==> src/logic/mts_pkg.sv <==
// Package for the multi-timer subsystem: register map, field positions, reset values, counts
package mts_pkg;
  // Register byte offsets on the Avalon-MM slave
  localparam logic [5:0] PRESC_CTRL_OFS  = 6'h00;
  localparam logic [5:0] PRESC_RELD_OFS  = 6'h04;
  localparam logic [5:0] FIRST_CTRL_OFS  = 6'h08;
  localparam logic [5:0] FIRST_RELD_OFS  = 6'h0c;
  localparam logic [5:0] SECOND_CTRL_OFS = 6'h10;
  localparam logic [5:0] SECOND_RELD_OFS = 6'h14;
  localparam logic [5:0] LONG_CTRL_OFS   = 6'h18;
  localparam logic [5:0] DISP_CTRL_OFS   = 6'h1c;
  localparam logic [5:0] FLAGS_OFS       = 6'h20;
  localparam logic [5:0] FIRST_CNT_OFS   = 6'h24;
  localparam logic [5:0] SECOND_CNT_OFS  = 6'h28;
  localparam logic [5:0] LONG_CNT_OFS    = 6'h2c;
  localparam logic [5:0] WDOG_CNT_OFS    = 6'h30;

  // Field positions
  localparam int PRESC_RUN_BIT   = 0;
  localparam int FIRST_SRC_LSB   = 0;
  localparam int FIRST_RUN_BIT   = 2;
  localparam int FIRST_SYNC_BIT  = 3;
  localparam int SECOND_SRC_BIT  = 0;
  localparam int SECOND_RUN_BIT  = 1;
  localparam int SECOND_CPO_BIT  = 3;
  localparam int LONG_RATIO_LSB  = 0;
  localparam int LONG_RUN_BIT    = 2;
  localparam int LONG_SRC_BIT    = 3;
  localparam int DISP_RELD_LSB   = 0;
  localparam int DISP_SRC_BIT    = 4;
  localparam int DISP_RUN_BIT    = 5;

  // Reset values
  localparam logic [3:0] CTRL_RST   = 4'h0;
  localparam logic [7:0] RELD8_RST  = 8'h00;
  localparam logic [5:0] DISP_RST   = 6'h00;

  // First timer source encodings
  localparam logic [1:0] SRC_PWM    = 2'h0;
  localparam logic [1:0] SRC_PRESC  = 2'h1;
  localparam logic [1:0] SRC_LONGUF = 2'h2;
  localparam logic [1:0] SRC_CPIN   = 2'h3;

  // Long timer ratio: 2 to the power (LONG_BASE_LOG2 + select)
  localparam int LONG_BASE_LOG2 = 13;
  // Long timer bit that feeds the display clock timer
  localparam int LONG_TAP_BIT   = 4;
  // Watchdog division ratio
  localparam logic [15:0] WDOG_RATIO = 16'hfffe;

  // Sticky request flags
  typedef struct packed {
    logic wdog;
    logic longT;
    logic second;
    logic first;
  } mts_flags_t;
endpackage

==> src/logic/mts_timer_top.sv <==
// Multi-timer subsystem: prescaler, two reload timers, long timer, display clock, watchdog
//
// Implementation choices: register access over Avalon-MM and the register addresses.
`timescale 1ns/1ps
`default_nettype none

// Down counter with reload: underflows after reload+1 ticks
module mts_down_counter #(
  parameter int W = 8
) (
  input  wire logic         clock,
  input  wire logic         rst_n,
  input  wire logic         ce,
  input  wire logic         tick,
  input  wire logic         run,
  input  wire logic         load,
  input  wire logic [W-1:0] reload,
  output logic      [W-1:0] count,
  output logic              underflow
);
  logic [W-1:0] cnt_r;
  logic [W-1:0] cnt_nxt;

  // Next count: reload on underflow keeps the period without software help
  always_comb begin
    cnt_nxt   = cnt_r;
    underflow = 1'b0;
    if (load) begin
      cnt_nxt = reload;
    end else if (tick && run) begin
      if (cnt_r == '0) begin
        cnt_nxt   = reload;
        underflow = 1'b1;
      end else begin
        cnt_nxt = cnt_r - 1'b1;
      end
    end
  end

  // Stopped counter retains its state
  always_ff @(posedge clock) begin
    if (!rst_n) begin
      cnt_r <= '0;
    end else if (ce) begin
      cnt_r <= cnt_nxt;
    end
  end

  assign count = cnt_r;
endmodule

// Summary of operation
// - Reload timers underflow after n+1 pulses, flag set
// - Underflow reloads counter, counting continues automatically
// - Fixed-ratio timer flags once every n pulses
// - Prescaler divides instruction tick by 1..256
// - First timer counts one of four sources
// - Second timer: PWM, main osc or prescaler/2
// - Long timer 16-bit, ratio 8192 to 65536
// - Long underflow feeds first timer; long bit 4 feeds display timer
// - Display timer divides 1..16, drives LCD clock
// - Watchdog free-runs on instruction tick, no control
// - Watchdog: flag after one period, reset after two
// - Three timers own independent request flags
// - Software controls timers through control registers
// - Timer flags cleared by acceptance or skip clear; watchdog flag by skip clear only
// - Long ratio select 00..11 gives 8192..65536
// - First source select: PWM, prescaler, long, pin
// - Sync start waits for external interrupt edge
module mts_timer_top #(
  parameter int PRESC_W = 8,
  parameter int TIMER_W = 8,
  parameter int DISP_W  = 4,
  parameter int LONG_W  = 16
) (
  input  wire logic        clock,
  input  wire logic        rst_n,
  input  wire logic        ce,
  input  wire logic [5:0]  address,
  input  wire logic        read,
  input  wire logic        write,
  input  wire logic [31:0] writedata,
  output logic      [31:0] readdata,
  output logic             waitrequest,
  input  wire logic        instruction_clock_tick,
  input  wire logic        system_clock_tick,
  input  wire logic        main_osc_pin,
  input  wire logic        sub_osc_pin,
  input  wire logic        counter_pin,
  input  wire logic        extIntEdge,
  input  wire logic [2:0]  intAccept,
  output logic             pwm_wave,
  output logic             counterPinOut,
  output logic             lcdClock,
  output logic [2:0]       timerIrq,
  output logic             watchdog_flag,
  output logic             sysResetReq
);
  // Control and reload registers
  logic                       prescRun_r,  prescRun_nxt;
  logic [PRESC_W-1:0]         prescReld_r, prescReld_nxt;
  logic [3:0]                 firstCtl_r,  firstCtl_nxt;
  logic [TIMER_W-1:0]         firstReld_r, firstReld_nxt;
  logic [3:0]                 secondCtl_r, secondCtl_nxt;
  logic [TIMER_W-1:0]         secondReld_r, secondReld_nxt;
  logic [3:0]                 longCtl_r,   longCtl_nxt;
  logic [5:0]                 dispCtl_r,   dispCtl_nxt;
  mts_pkg::mts_flags_t        flags_r,     flags_nxt;
  logic                       ack_r,       ack_nxt;
  logic [31:0]                rdata_r,     rdata_nxt;

  // Timer state
  logic                       mainOsc_r, subOsc_r, cpin_r;
  logic                       div2_r,    div2_nxt;
  logic                       pwm_r,     pwm_nxt;
  logic                       firstOut_r, firstOut_nxt;
  logic                       lcd_r,     lcd_nxt;
  logic                       syncGo_r,  syncGo_nxt;
  logic [LONG_W-1:0]          long_r,    long_nxt;
  logic [15:0]                wdog_r,    wdog_nxt;
  logic                       rst_r,     rst_nxt;
  logic                       cpo_r,     cpo_nxt;

  // Derived pulses
  logic                       req, wrEn, rdEn;
  logic                       prescUf, firstUf, secondUf, longUf, dispUf, wdogDone;
  logic                       prescTick2, secondTick, firstTick, longTick, dispTick;
  logic                       firstRun, longTap, pwmRise;
  logic [TIMER_W-1:0]         firstCnt, secondCnt;
  logic [PRESC_W-1:0]         prescCnt;
  logic [DISP_W-1:0]          dispCnt;
  logic [LONG_W-1:0]          longMask;
  mts_pkg::mts_flags_t        setF, clrF;

  // One wait state per access; read data is captured before waitrequest drops
  assign req         = read | write;
  assign waitrequest = req & ~ack_r;
  assign wrEn        = write & ack_r;
  assign rdEn        = read & ~ack_r;

  assign pwmRise    = pwm_nxt & ~pwm_r;
  assign prescTick2 = prescUf & div2_r;
  assign secondTick = secondCtl_r[mts_pkg::SECOND_SRC_BIT] ? prescTick2
                                                            : (main_osc_pin & ~mainOsc_r);
  assign longTick   = longCtl_r[mts_pkg::LONG_SRC_BIT] ? prescUf : (sub_osc_pin & ~subOsc_r);
  assign longMask   = LONG_W'((32'h1 << (mts_pkg::LONG_BASE_LOG2
                                         + int'(longCtl_r[1:0]))) - 1);
  assign longUf     = longTick & longCtl_r[mts_pkg::LONG_RUN_BIT]
                      & ((long_r & longMask) == longMask);
  // Display source takes the falling edge of the tap bit
  assign longTap    = longTick & longCtl_r[mts_pkg::LONG_RUN_BIT]
                      & (long_r[mts_pkg::LONG_TAP_BIT:0] == '1);
  assign dispTick   = dispCtl_r[mts_pkg::DISP_SRC_BIT] ? system_clock_tick : longTap;
  assign firstRun   = firstCtl_r[mts_pkg::FIRST_RUN_BIT]
                      & (~firstCtl_r[mts_pkg::FIRST_SYNC_BIT] | syncGo_r);

  always_comb begin
    case (firstCtl_r[1:0])
      mts_pkg::SRC_PWM:    firstTick = pwmRise;
      mts_pkg::SRC_PRESC:  firstTick = prescUf;
      mts_pkg::SRC_LONGUF: firstTick = longUf;
      mts_pkg::SRC_CPIN:   firstTick = counter_pin & ~cpin_r;
      default:             firstTick = 1'b0;
    endcase
  end

  mts_down_counter #(.W(PRESC_W)) presc_u (
    .clock(clock), .rst_n(rst_n), .ce(ce), .tick(instruction_clock_tick),
    .run(prescRun_r), .load(wrEn && address == mts_pkg::PRESC_RELD_OFS),
    .reload(prescReld_nxt), .count(prescCnt), .underflow(prescUf)
  );
  mts_down_counter #(.W(TIMER_W)) first_u (
    .clock(clock), .rst_n(rst_n), .ce(ce), .tick(firstTick), .run(firstRun),
    .load(wrEn && address == mts_pkg::FIRST_RELD_OFS),
    .reload(firstReld_nxt), .count(firstCnt), .underflow(firstUf)
  );
  mts_down_counter #(.W(TIMER_W)) second_u (
    .clock(clock), .rst_n(rst_n), .ce(ce), .tick(secondTick),
    .run(secondCtl_r[mts_pkg::SECOND_RUN_BIT]),
    .load(wrEn && address == mts_pkg::SECOND_RELD_OFS),
    .reload(secondReld_nxt), .count(secondCnt), .underflow(secondUf)
  );
  mts_down_counter #(.W(DISP_W)) disp_u (
    .clock(clock), .rst_n(rst_n), .ce(ce), .tick(dispTick),
    .run(dispCtl_r[mts_pkg::DISP_RUN_BIT]),
    .load(wrEn && address == mts_pkg::DISP_CTRL_OFS),
    .reload(dispCtl_nxt[DISP_W-1:0]), .count(dispCnt), .underflow(dispUf)
  );

  assign wdogDone = instruction_clock_tick & (wdog_r == mts_pkg::WDOG_RATIO - 16'h1);

  // Register writes; reload values also feed the counters' load path
  always_comb begin
    prescRun_nxt   = prescRun_r;
    prescReld_nxt  = prescReld_r;
    firstCtl_nxt   = firstCtl_r;
    firstReld_nxt  = firstReld_r;
    secondCtl_nxt  = secondCtl_r;
    secondReld_nxt = secondReld_r;
    longCtl_nxt    = longCtl_r;
    dispCtl_nxt    = dispCtl_r;
    clrF           = '0;
    if (wrEn) begin
      case (address)
        mts_pkg::PRESC_CTRL_OFS:  prescRun_nxt   = writedata[mts_pkg::PRESC_RUN_BIT];
        mts_pkg::PRESC_RELD_OFS:  prescReld_nxt  = writedata[PRESC_W-1:0];
        mts_pkg::FIRST_CTRL_OFS:  firstCtl_nxt   = writedata[3:0];
        mts_pkg::FIRST_RELD_OFS:  firstReld_nxt  = writedata[TIMER_W-1:0];
        mts_pkg::SECOND_CTRL_OFS: secondCtl_nxt  = writedata[3:0];
        mts_pkg::SECOND_RELD_OFS: secondReld_nxt = writedata[TIMER_W-1:0];
        mts_pkg::LONG_CTRL_OFS:   longCtl_nxt    = writedata[3:0];
        mts_pkg::DISP_CTRL_OFS:   dispCtl_nxt    = writedata[5:0];
        mts_pkg::FLAGS_OFS:       clrF           = mts_pkg::mts_flags_t'(writedata[3:0]);
        default:                  clrF           = '0;
      endcase
    end
  end

  // Request flags: a set in the same cycle as a clear wins
  always_comb begin
    setF        = '0;
    setF.first  = firstUf;
    setF.second = secondUf;
    setF.longT  = longUf;
    setF.wdog   = wdogDone;
    flags_nxt   = flags_r;
    flags_nxt.first  = setF.first  | (flags_r.first  & ~clrF.first  & ~intAccept[0]);
    flags_nxt.second = setF.second | (flags_r.second & ~clrF.second & ~intAccept[1]);
    flags_nxt.longT  = setF.longT  | (flags_r.longT  & ~clrF.longT  & ~intAccept[2]);
    flags_nxt.wdog   = setF.wdog   | (flags_r.wdog   & ~clrF.wdog);
  end

  // Read mux; unmapped offsets return zero
  always_comb begin
    rdata_nxt = rdata_r;
    ack_nxt   = req & ~ack_r;
    if (rdEn) begin
      case (address)
        mts_pkg::PRESC_CTRL_OFS:  rdata_nxt = 32'(prescRun_r);
        mts_pkg::PRESC_RELD_OFS:  rdata_nxt = 32'(prescReld_r);
        mts_pkg::FIRST_CTRL_OFS:  rdata_nxt = 32'(firstCtl_r);
        mts_pkg::FIRST_RELD_OFS:  rdata_nxt = 32'(firstReld_r);
        mts_pkg::SECOND_CTRL_OFS: rdata_nxt = 32'(secondCtl_r);
        mts_pkg::SECOND_RELD_OFS: rdata_nxt = 32'(secondReld_r);
        mts_pkg::LONG_CTRL_OFS:   rdata_nxt = 32'(longCtl_r);
        mts_pkg::DISP_CTRL_OFS:   rdata_nxt = 32'(dispCtl_r);
        mts_pkg::FLAGS_OFS:       rdata_nxt = 32'(flags_r);
        mts_pkg::FIRST_CNT_OFS:   rdata_nxt = 32'(firstCnt);
        mts_pkg::SECOND_CNT_OFS:  rdata_nxt = 32'(secondCnt);
        mts_pkg::LONG_CNT_OFS:    rdata_nxt = 32'(long_r);
        mts_pkg::WDOG_CNT_OFS:    rdata_nxt = 32'(wdog_r);
        default:                  rdata_nxt = 32'h0;
      endcase
    end
  end

  // Timer side state: dividers, outputs, long counter, watchdog
  always_comb begin
    div2_nxt     = prescUf ? ~div2_r : div2_r;
    pwm_nxt      = secondUf ? ~pwm_r : pwm_r;
    firstOut_nxt = firstUf ? ~firstOut_r : firstOut_r;
    lcd_nxt      = dispUf ? ~lcd_r : lcd_r;
    // Arm clears when first timer is stopped so the next start waits again
    syncGo_nxt   = firstCtl_r[mts_pkg::FIRST_RUN_BIT] & (syncGo_r | extIntEdge);
    long_nxt     = (longTick && longCtl_r[mts_pkg::LONG_RUN_BIT]) ? long_r + 1'b1 : long_r;
    wdog_nxt     = wdogDone ? 16'h0
                 : (instruction_clock_tick ? wdog_r + 16'h1 : wdog_r);
    rst_nxt      = wdogDone & flags_r.wdog;
    cpo_nxt      = secondCtl_r[mts_pkg::SECOND_CPO_BIT] & pwm_r & firstOut_r;
  end

  // Register everything; clock enable freezes all state
  always_ff @(posedge clock) begin
    if (!rst_n) begin
      prescRun_r   <= 1'b0;
      prescReld_r  <= mts_pkg::RELD8_RST;
      firstCtl_r   <= mts_pkg::CTRL_RST;
      firstReld_r  <= mts_pkg::RELD8_RST;
      secondCtl_r  <= mts_pkg::CTRL_RST;
      secondReld_r <= mts_pkg::RELD8_RST;
      longCtl_r    <= mts_pkg::CTRL_RST;
      dispCtl_r    <= mts_pkg::DISP_RST;
      flags_r      <= '0;
      ack_r        <= 1'b0;
      rdata_r      <= 32'h0;
      mainOsc_r    <= 1'b0;
      subOsc_r     <= 1'b0;
      cpin_r       <= 1'b0;
      div2_r       <= 1'b0;
      pwm_r        <= 1'b0;
      firstOut_r   <= 1'b1;
      lcd_r        <= 1'b0;
      syncGo_r     <= 1'b0;
      long_r       <= '0;
      wdog_r       <= 16'h0;
      rst_r        <= 1'b0;
      cpo_r        <= 1'b0;
    end else if (ce) begin
      prescRun_r   <= prescRun_nxt;
      prescReld_r  <= prescReld_nxt;
      firstCtl_r   <= firstCtl_nxt;
      firstReld_r  <= firstReld_nxt;
      secondCtl_r  <= secondCtl_nxt;
      secondReld_r <= secondReld_nxt;
      longCtl_r    <= longCtl_nxt;
      dispCtl_r    <= dispCtl_nxt;
      flags_r      <= flags_nxt;
      ack_r        <= ack_nxt;
      rdata_r      <= rdata_nxt;
      mainOsc_r    <= main_osc_pin;
      subOsc_r     <= sub_osc_pin;
      cpin_r       <= counter_pin;
      div2_r       <= div2_nxt;
      pwm_r        <= pwm_nxt;
      firstOut_r   <= firstOut_nxt;
      lcd_r        <= lcd_nxt;
      syncGo_r     <= syncGo_nxt;
      long_r       <= long_nxt;
      wdog_r       <= wdog_nxt;
      rst_r        <= rst_nxt;
      cpo_r        <= cpo_nxt;
    end
  end

  assign readdata      = rdata_r;
  assign pwm_wave      = pwm_r;
  assign counterPinOut = cpo_r;
  assign lcdClock      = lcd_r;
  assign timerIrq      = {flags_r.longT, flags_r.second, flags_r.first};
  assign watchdog_flag = flags_r.wdog;
  assign sysResetReq   = rst_r;
endmodule

`default_nettype wire

==> config.mk <==
export PLATFORM = sky130hd
export DESIGN_NAME = mts_timer_top
export DESIGN_NICKNAME = d
export VERILOG_FILES = /design/src/logic/mts_pkg.sv /design/src/logic/mts_timer_top.sv
export SDC_FILE = /design/constraint.sdc
export NUM_CORES = 1
export LEC_CHECK = 0
export BUFFER_PORTS_ARGS = -buffer_cell sky130_fd_sc_hd__buf_2
export CAP_MARGIN = 15
export CORE_MARGIN = 3
export CORE_UTILIZATION = 53
export DETAILED_ROUTE_END_ITERATION = 8
export HOLD_SLACK_MARGIN = 0.15
export MAX_ROUTING_LAYER = met4
export PLACE_DENSITY = 0.74
export SKIP_LAST_GASP = 1
export SLEW_MARGIN = 20
export SYNTH_ARGS = -nofsm -noshare
export SYNTH_HDL_FRONTEND = slang
export SYNTH_SLANG_ARGS = --single-unit
export TNS_END_PERCENT = 10
==> constraint.sdc <==
create_clock -name clock -period 2.95 [get_ports clock]
set_input_delay 0.1475 -clock clock [delete_from_list [all_inputs] [get_ports clock]]
set_output_delay 0.1475 -clock clock [all_outputs]
set_load 0.005 [all_outputs]
==> impl_metrics.py <==
metrics = {
    "die": {
        "num_io_pins": 93,
        "start_util_pct": 54.7,
        "die_h_microns": 124,
        "die_area_sq_um": 15300,
        "die_w_microns": 124,
        "rows": 42,
        "fp.coreArea_sq_um": 13400,
    },
    "synthesis": {
        "synthMuxAreaShare_pct": 2.76,
        "yosys.area.top_type": "dfxtp_1",
        "synth_top_family_by_area": "simple AND/OR/NAND/NOR gates",
        "netlist_instances": 949,
        "synth.ff_latch_count": 134,
        "avgSynthCellArea_sq_um": 7.72,
        "synth-main-ff-cell": "dfxtp_1",
        "synth-compound-area-share_pct": 21.2,
        "synth_area_sq_um": 7330,
        "async_reset_ff_share_pct": 0,
        "yosysWarnings": 0,
        "synth_edf_count": 0,
        "ys_types": 69,
        "synth_xor_area_share_pct": 4.66,
        "yosys.area_share.adder_pct": 2.22,
        "yosysSeqAreaShare_pct": 36.6,
        "yosysTopAreaCellShare_pct": 36.6,
        "ys_top_cells_by_area": "dfxtp_1 (37%), nand2_1 (6.2%), a21oi_1 (6.2%), nor2_1 (4.9%), nand3_1 (4.4%)",
        "synth-simple-area-share_pct": 26.7,
    },
    "sta": {
        "fmax_ghz": 0.346,
        "fin_crit_ps": 2890,
        "whs_ps": 169,
        "relSlewSlack_pct": 53.1,
        "period_share_pct": 98.0,
        "worstMarginPinSlew_ps": 699,
        "finClkSkew_ps": 7.18,
        "hold_viol_final": 0,
        "rsz0062_at_grt": "true",
        "drv_slew": 0,
        "finalSetupViolations": 0,
    },
    "min_path": {
        "hold_class": "primary input to register",
    },
    "routing": {
        "routedWlPerCell_microns": 19.5,
        "via_count": 7523,
        "drt_iter0_drc": 857,
        "finalWirelength_microns": 23800,
        "drtAntennaViolNets": 0,
        "detail_route.first_pass.iterations": 7,
        "drc_errors": 0,
        "vias_per_cell": 6.18,
    },
    "cells_and_area": {
        "multi_input_area_sq_um": 4310,
        "seq_area_sq_um": 2680,
        "drive_above_1_share_pct": 15.3,
        "layout_commonest_cell": "dfxtp_1",
        "syn_to_final_growth_pct": 18.3,
        "n_fill_cell": 1166,
        "fin_util_pct": 64.7,
        "num_antenna_cells": 0,
        "layout_common_cells": "dfxtp_1 (134), nand2_1 (121), nor2_1 (95)",
        "final_nets": 1094,
    },
    "clock_tree": {
        "htreeDepth": 4,
        "clk_latency_ps": 440,
        "clockBufferDepth": 2,
        "tritoncts": "done",
        "cts.clk_slew.worst_paths_ps": 60,
        "cts_root_buffer": "clkbuf_16",
        "clkSinkCount": 134,
        "numCtsBuffers": 17,
    },
    "setup_path": {
        "start_kind": "register",
        "rrSetupSlack_ps": 60,
        "rr_startpoint": "presc_u.count[0]",
        "required_ps": 3260,
        "r2r-end": "firstOut_r",
        "crit_start": "presc_u.count[0]",
        "crit_end": "firstOut_r",
        "worstSetupPathType": "register to register",
        "worstPathArrival_ps": 3200,
        "end_kind": "register",
        "rr_worst_depth": 15,
        "path_max_fanout": 3,
    },
    "power_and_ir_drop": {
        "total_power_mw": 4.13,
        "p_comb_share_pct": 5.8,
        "p_leak_nw": 3.27,
        "peakVddDrop_uv": 414,
        "switching_share_pct": 24.5,
        "p_int_mw": 3.12,
        "p_seq_share_pct": 44.3,
        "p_switching_mw": 1.01,
        "clockPowerShare_pct": 49.8,
        "p_per_area_nw_per_um2": 477,
    },
    "global_routing": {
        "grt-ovfl-total": 0,
        "grt_usage_pct": 32.8,
        "grt_pass1_vias": 6909,
        "grt_max_degree": 59,
        "antenna_found_initial": 0,
        "grt_pass1_wl_microns": 37100,
    },
    "placed_design": {
        "portBuffers": 52,
        "place_congestion": 1.05,
        "dp_hpwl_microns": 16900,
    },
    "status": {
        "status": "finished clean",
    },
    "flow_run": {
        "cap_viol_max_count": 0,
    },
}
==> cells in the mapped netlist, drive strengths merged, types with 4 or more instances <==
cell	number
nor2	96
nor2b	6
or3	9
xor2	22
a22oi	19
dfxtp	134
clkbuf	45
o21ai	45
o211ai	7
a21o	5
o31ai	4
inv	21
mux2i	18
o211a	4
a222oi	4
a211oi	16
or4	5
nand4	21
a21oi	91
buf	28
a31oi	10
nor4	6
nor3	31
a221oi	11
xnor2	17
and3	14
nand2	122
nand3	65
a311oi	5
and2	8
ha	13
==> power groups by stage <==
| stage | clock network (mW) | registers [mW] | logic, mW |
|---|---|---|---|
| floorplan | 0 | 1.87 | 0.133 |
| global placement | 0 | 1.87 | 0.216 |
| detailed placement | 0 | 1.87 | 0.217 |
| CTS | 2.07 | 1.83 | 0.234 |
| global route | 2.16 | 1.83 | 0.259 |
| finish | 2.06 | 1.83 | 0.241 |
==> logic make-up after synthesis <==
logic type | Yosys count
other | 1
adders and majority gates | 13
and+or+nand+nor | 406
muxes | 20
AOI/OAI and AO/OA | 242
DFF | 134
buffers and inverters | 94
xor gates and xnor gates | 39
==> worst max-delay path: stages (launching register included) <==
cell,delay (ps)
dfxtp_1,310
inv_1,70
ha_1,160
or3b_4,400
nor2_2,100
nand4_1,140
nand2_1,110
nand2_2,70
nor3_2,120
ha_2,200
buf_4,110
nor3_1,30
or4_1,420
a211oi_2,280
and3_1,200
o21ai_1,60
==> layout make-up <==
class                   instances  area share, %
clock inverters                10           1.14
inverters                      21          0.909
repair buffers                119           9.38
well taps                     176           2.54
clock buffers                  21           5.43
multi-input cells             736           49.7
flip-flops and latches        134           30.9
==> how the worst min path moves through the flow <==
stage,startpoint,end,slack [ps],depth (start not counted)
finish,rst_n,first_u.count[3],170,3
global route,rst_n,second_u.count[1],180,2
CTS,rst_n,second_u.count[2],150,2
detailed placement,main_osc_pin,mainOsc_r,420,3
global placement,main_osc_pin,mainOsc_r,410,3
floorplan,counter_pin,cpin_r,290,2
==> stage by stage <==
stage                     worst slack (ps)  area [sq um]  cells  setup TNS (ps)
after detailed placement              -170          7920   1171            -964
after global routing                  -110          8670   1217            -700
after global placement               -55.8          7920   1171           -55.8
after CTS                             26.3          8660   1217               0
final                                 59.5          8670   1217               0
after floorplan                       18.4          7390    964               0
==> state kept, by name, summed over array words and instances (netlist names), 3 cells and up <==
| signal | flops |
|---|---|
| dispCtl_r | 6 |
| readdata | 16 |
| secondCtl_r | 4 |
| first_u.count | 8 |
| disp_u.count | 4 |
| firstCtl_r | 4 |
| timerIrq | 3 |
| presc_u.count | 8 |
| firstReld_r | 8 |
| long_r | 16 |
| prescReld_r | 8 |
| second_u.count | 8 |
| wdog_r | 16 |
| longCtl_r | 4 |
| secondReld_r | 8 |
==> what timing repair did <==
action	CTS	global route
hold buffers	15	0
resized for setup	7	3
pin swaps	2	7
hold endpoints to repair	40	0
buffers inserted	0	0
setup endpoints to repair	10	10
==> layer usage <==
metal | part of all wire (%) | vias up | GRT usage [%]
li1 | - | 3551 | -
met1 | 41 | 3512 | 42.0
met2 | 47 | 388 | 49.8
met3 | 8.8 | 72 | 7.18
met4 | 3.5 | 0 | 14.5
met5 | 0 | - | -
Power figures use the tool's default switching activity.
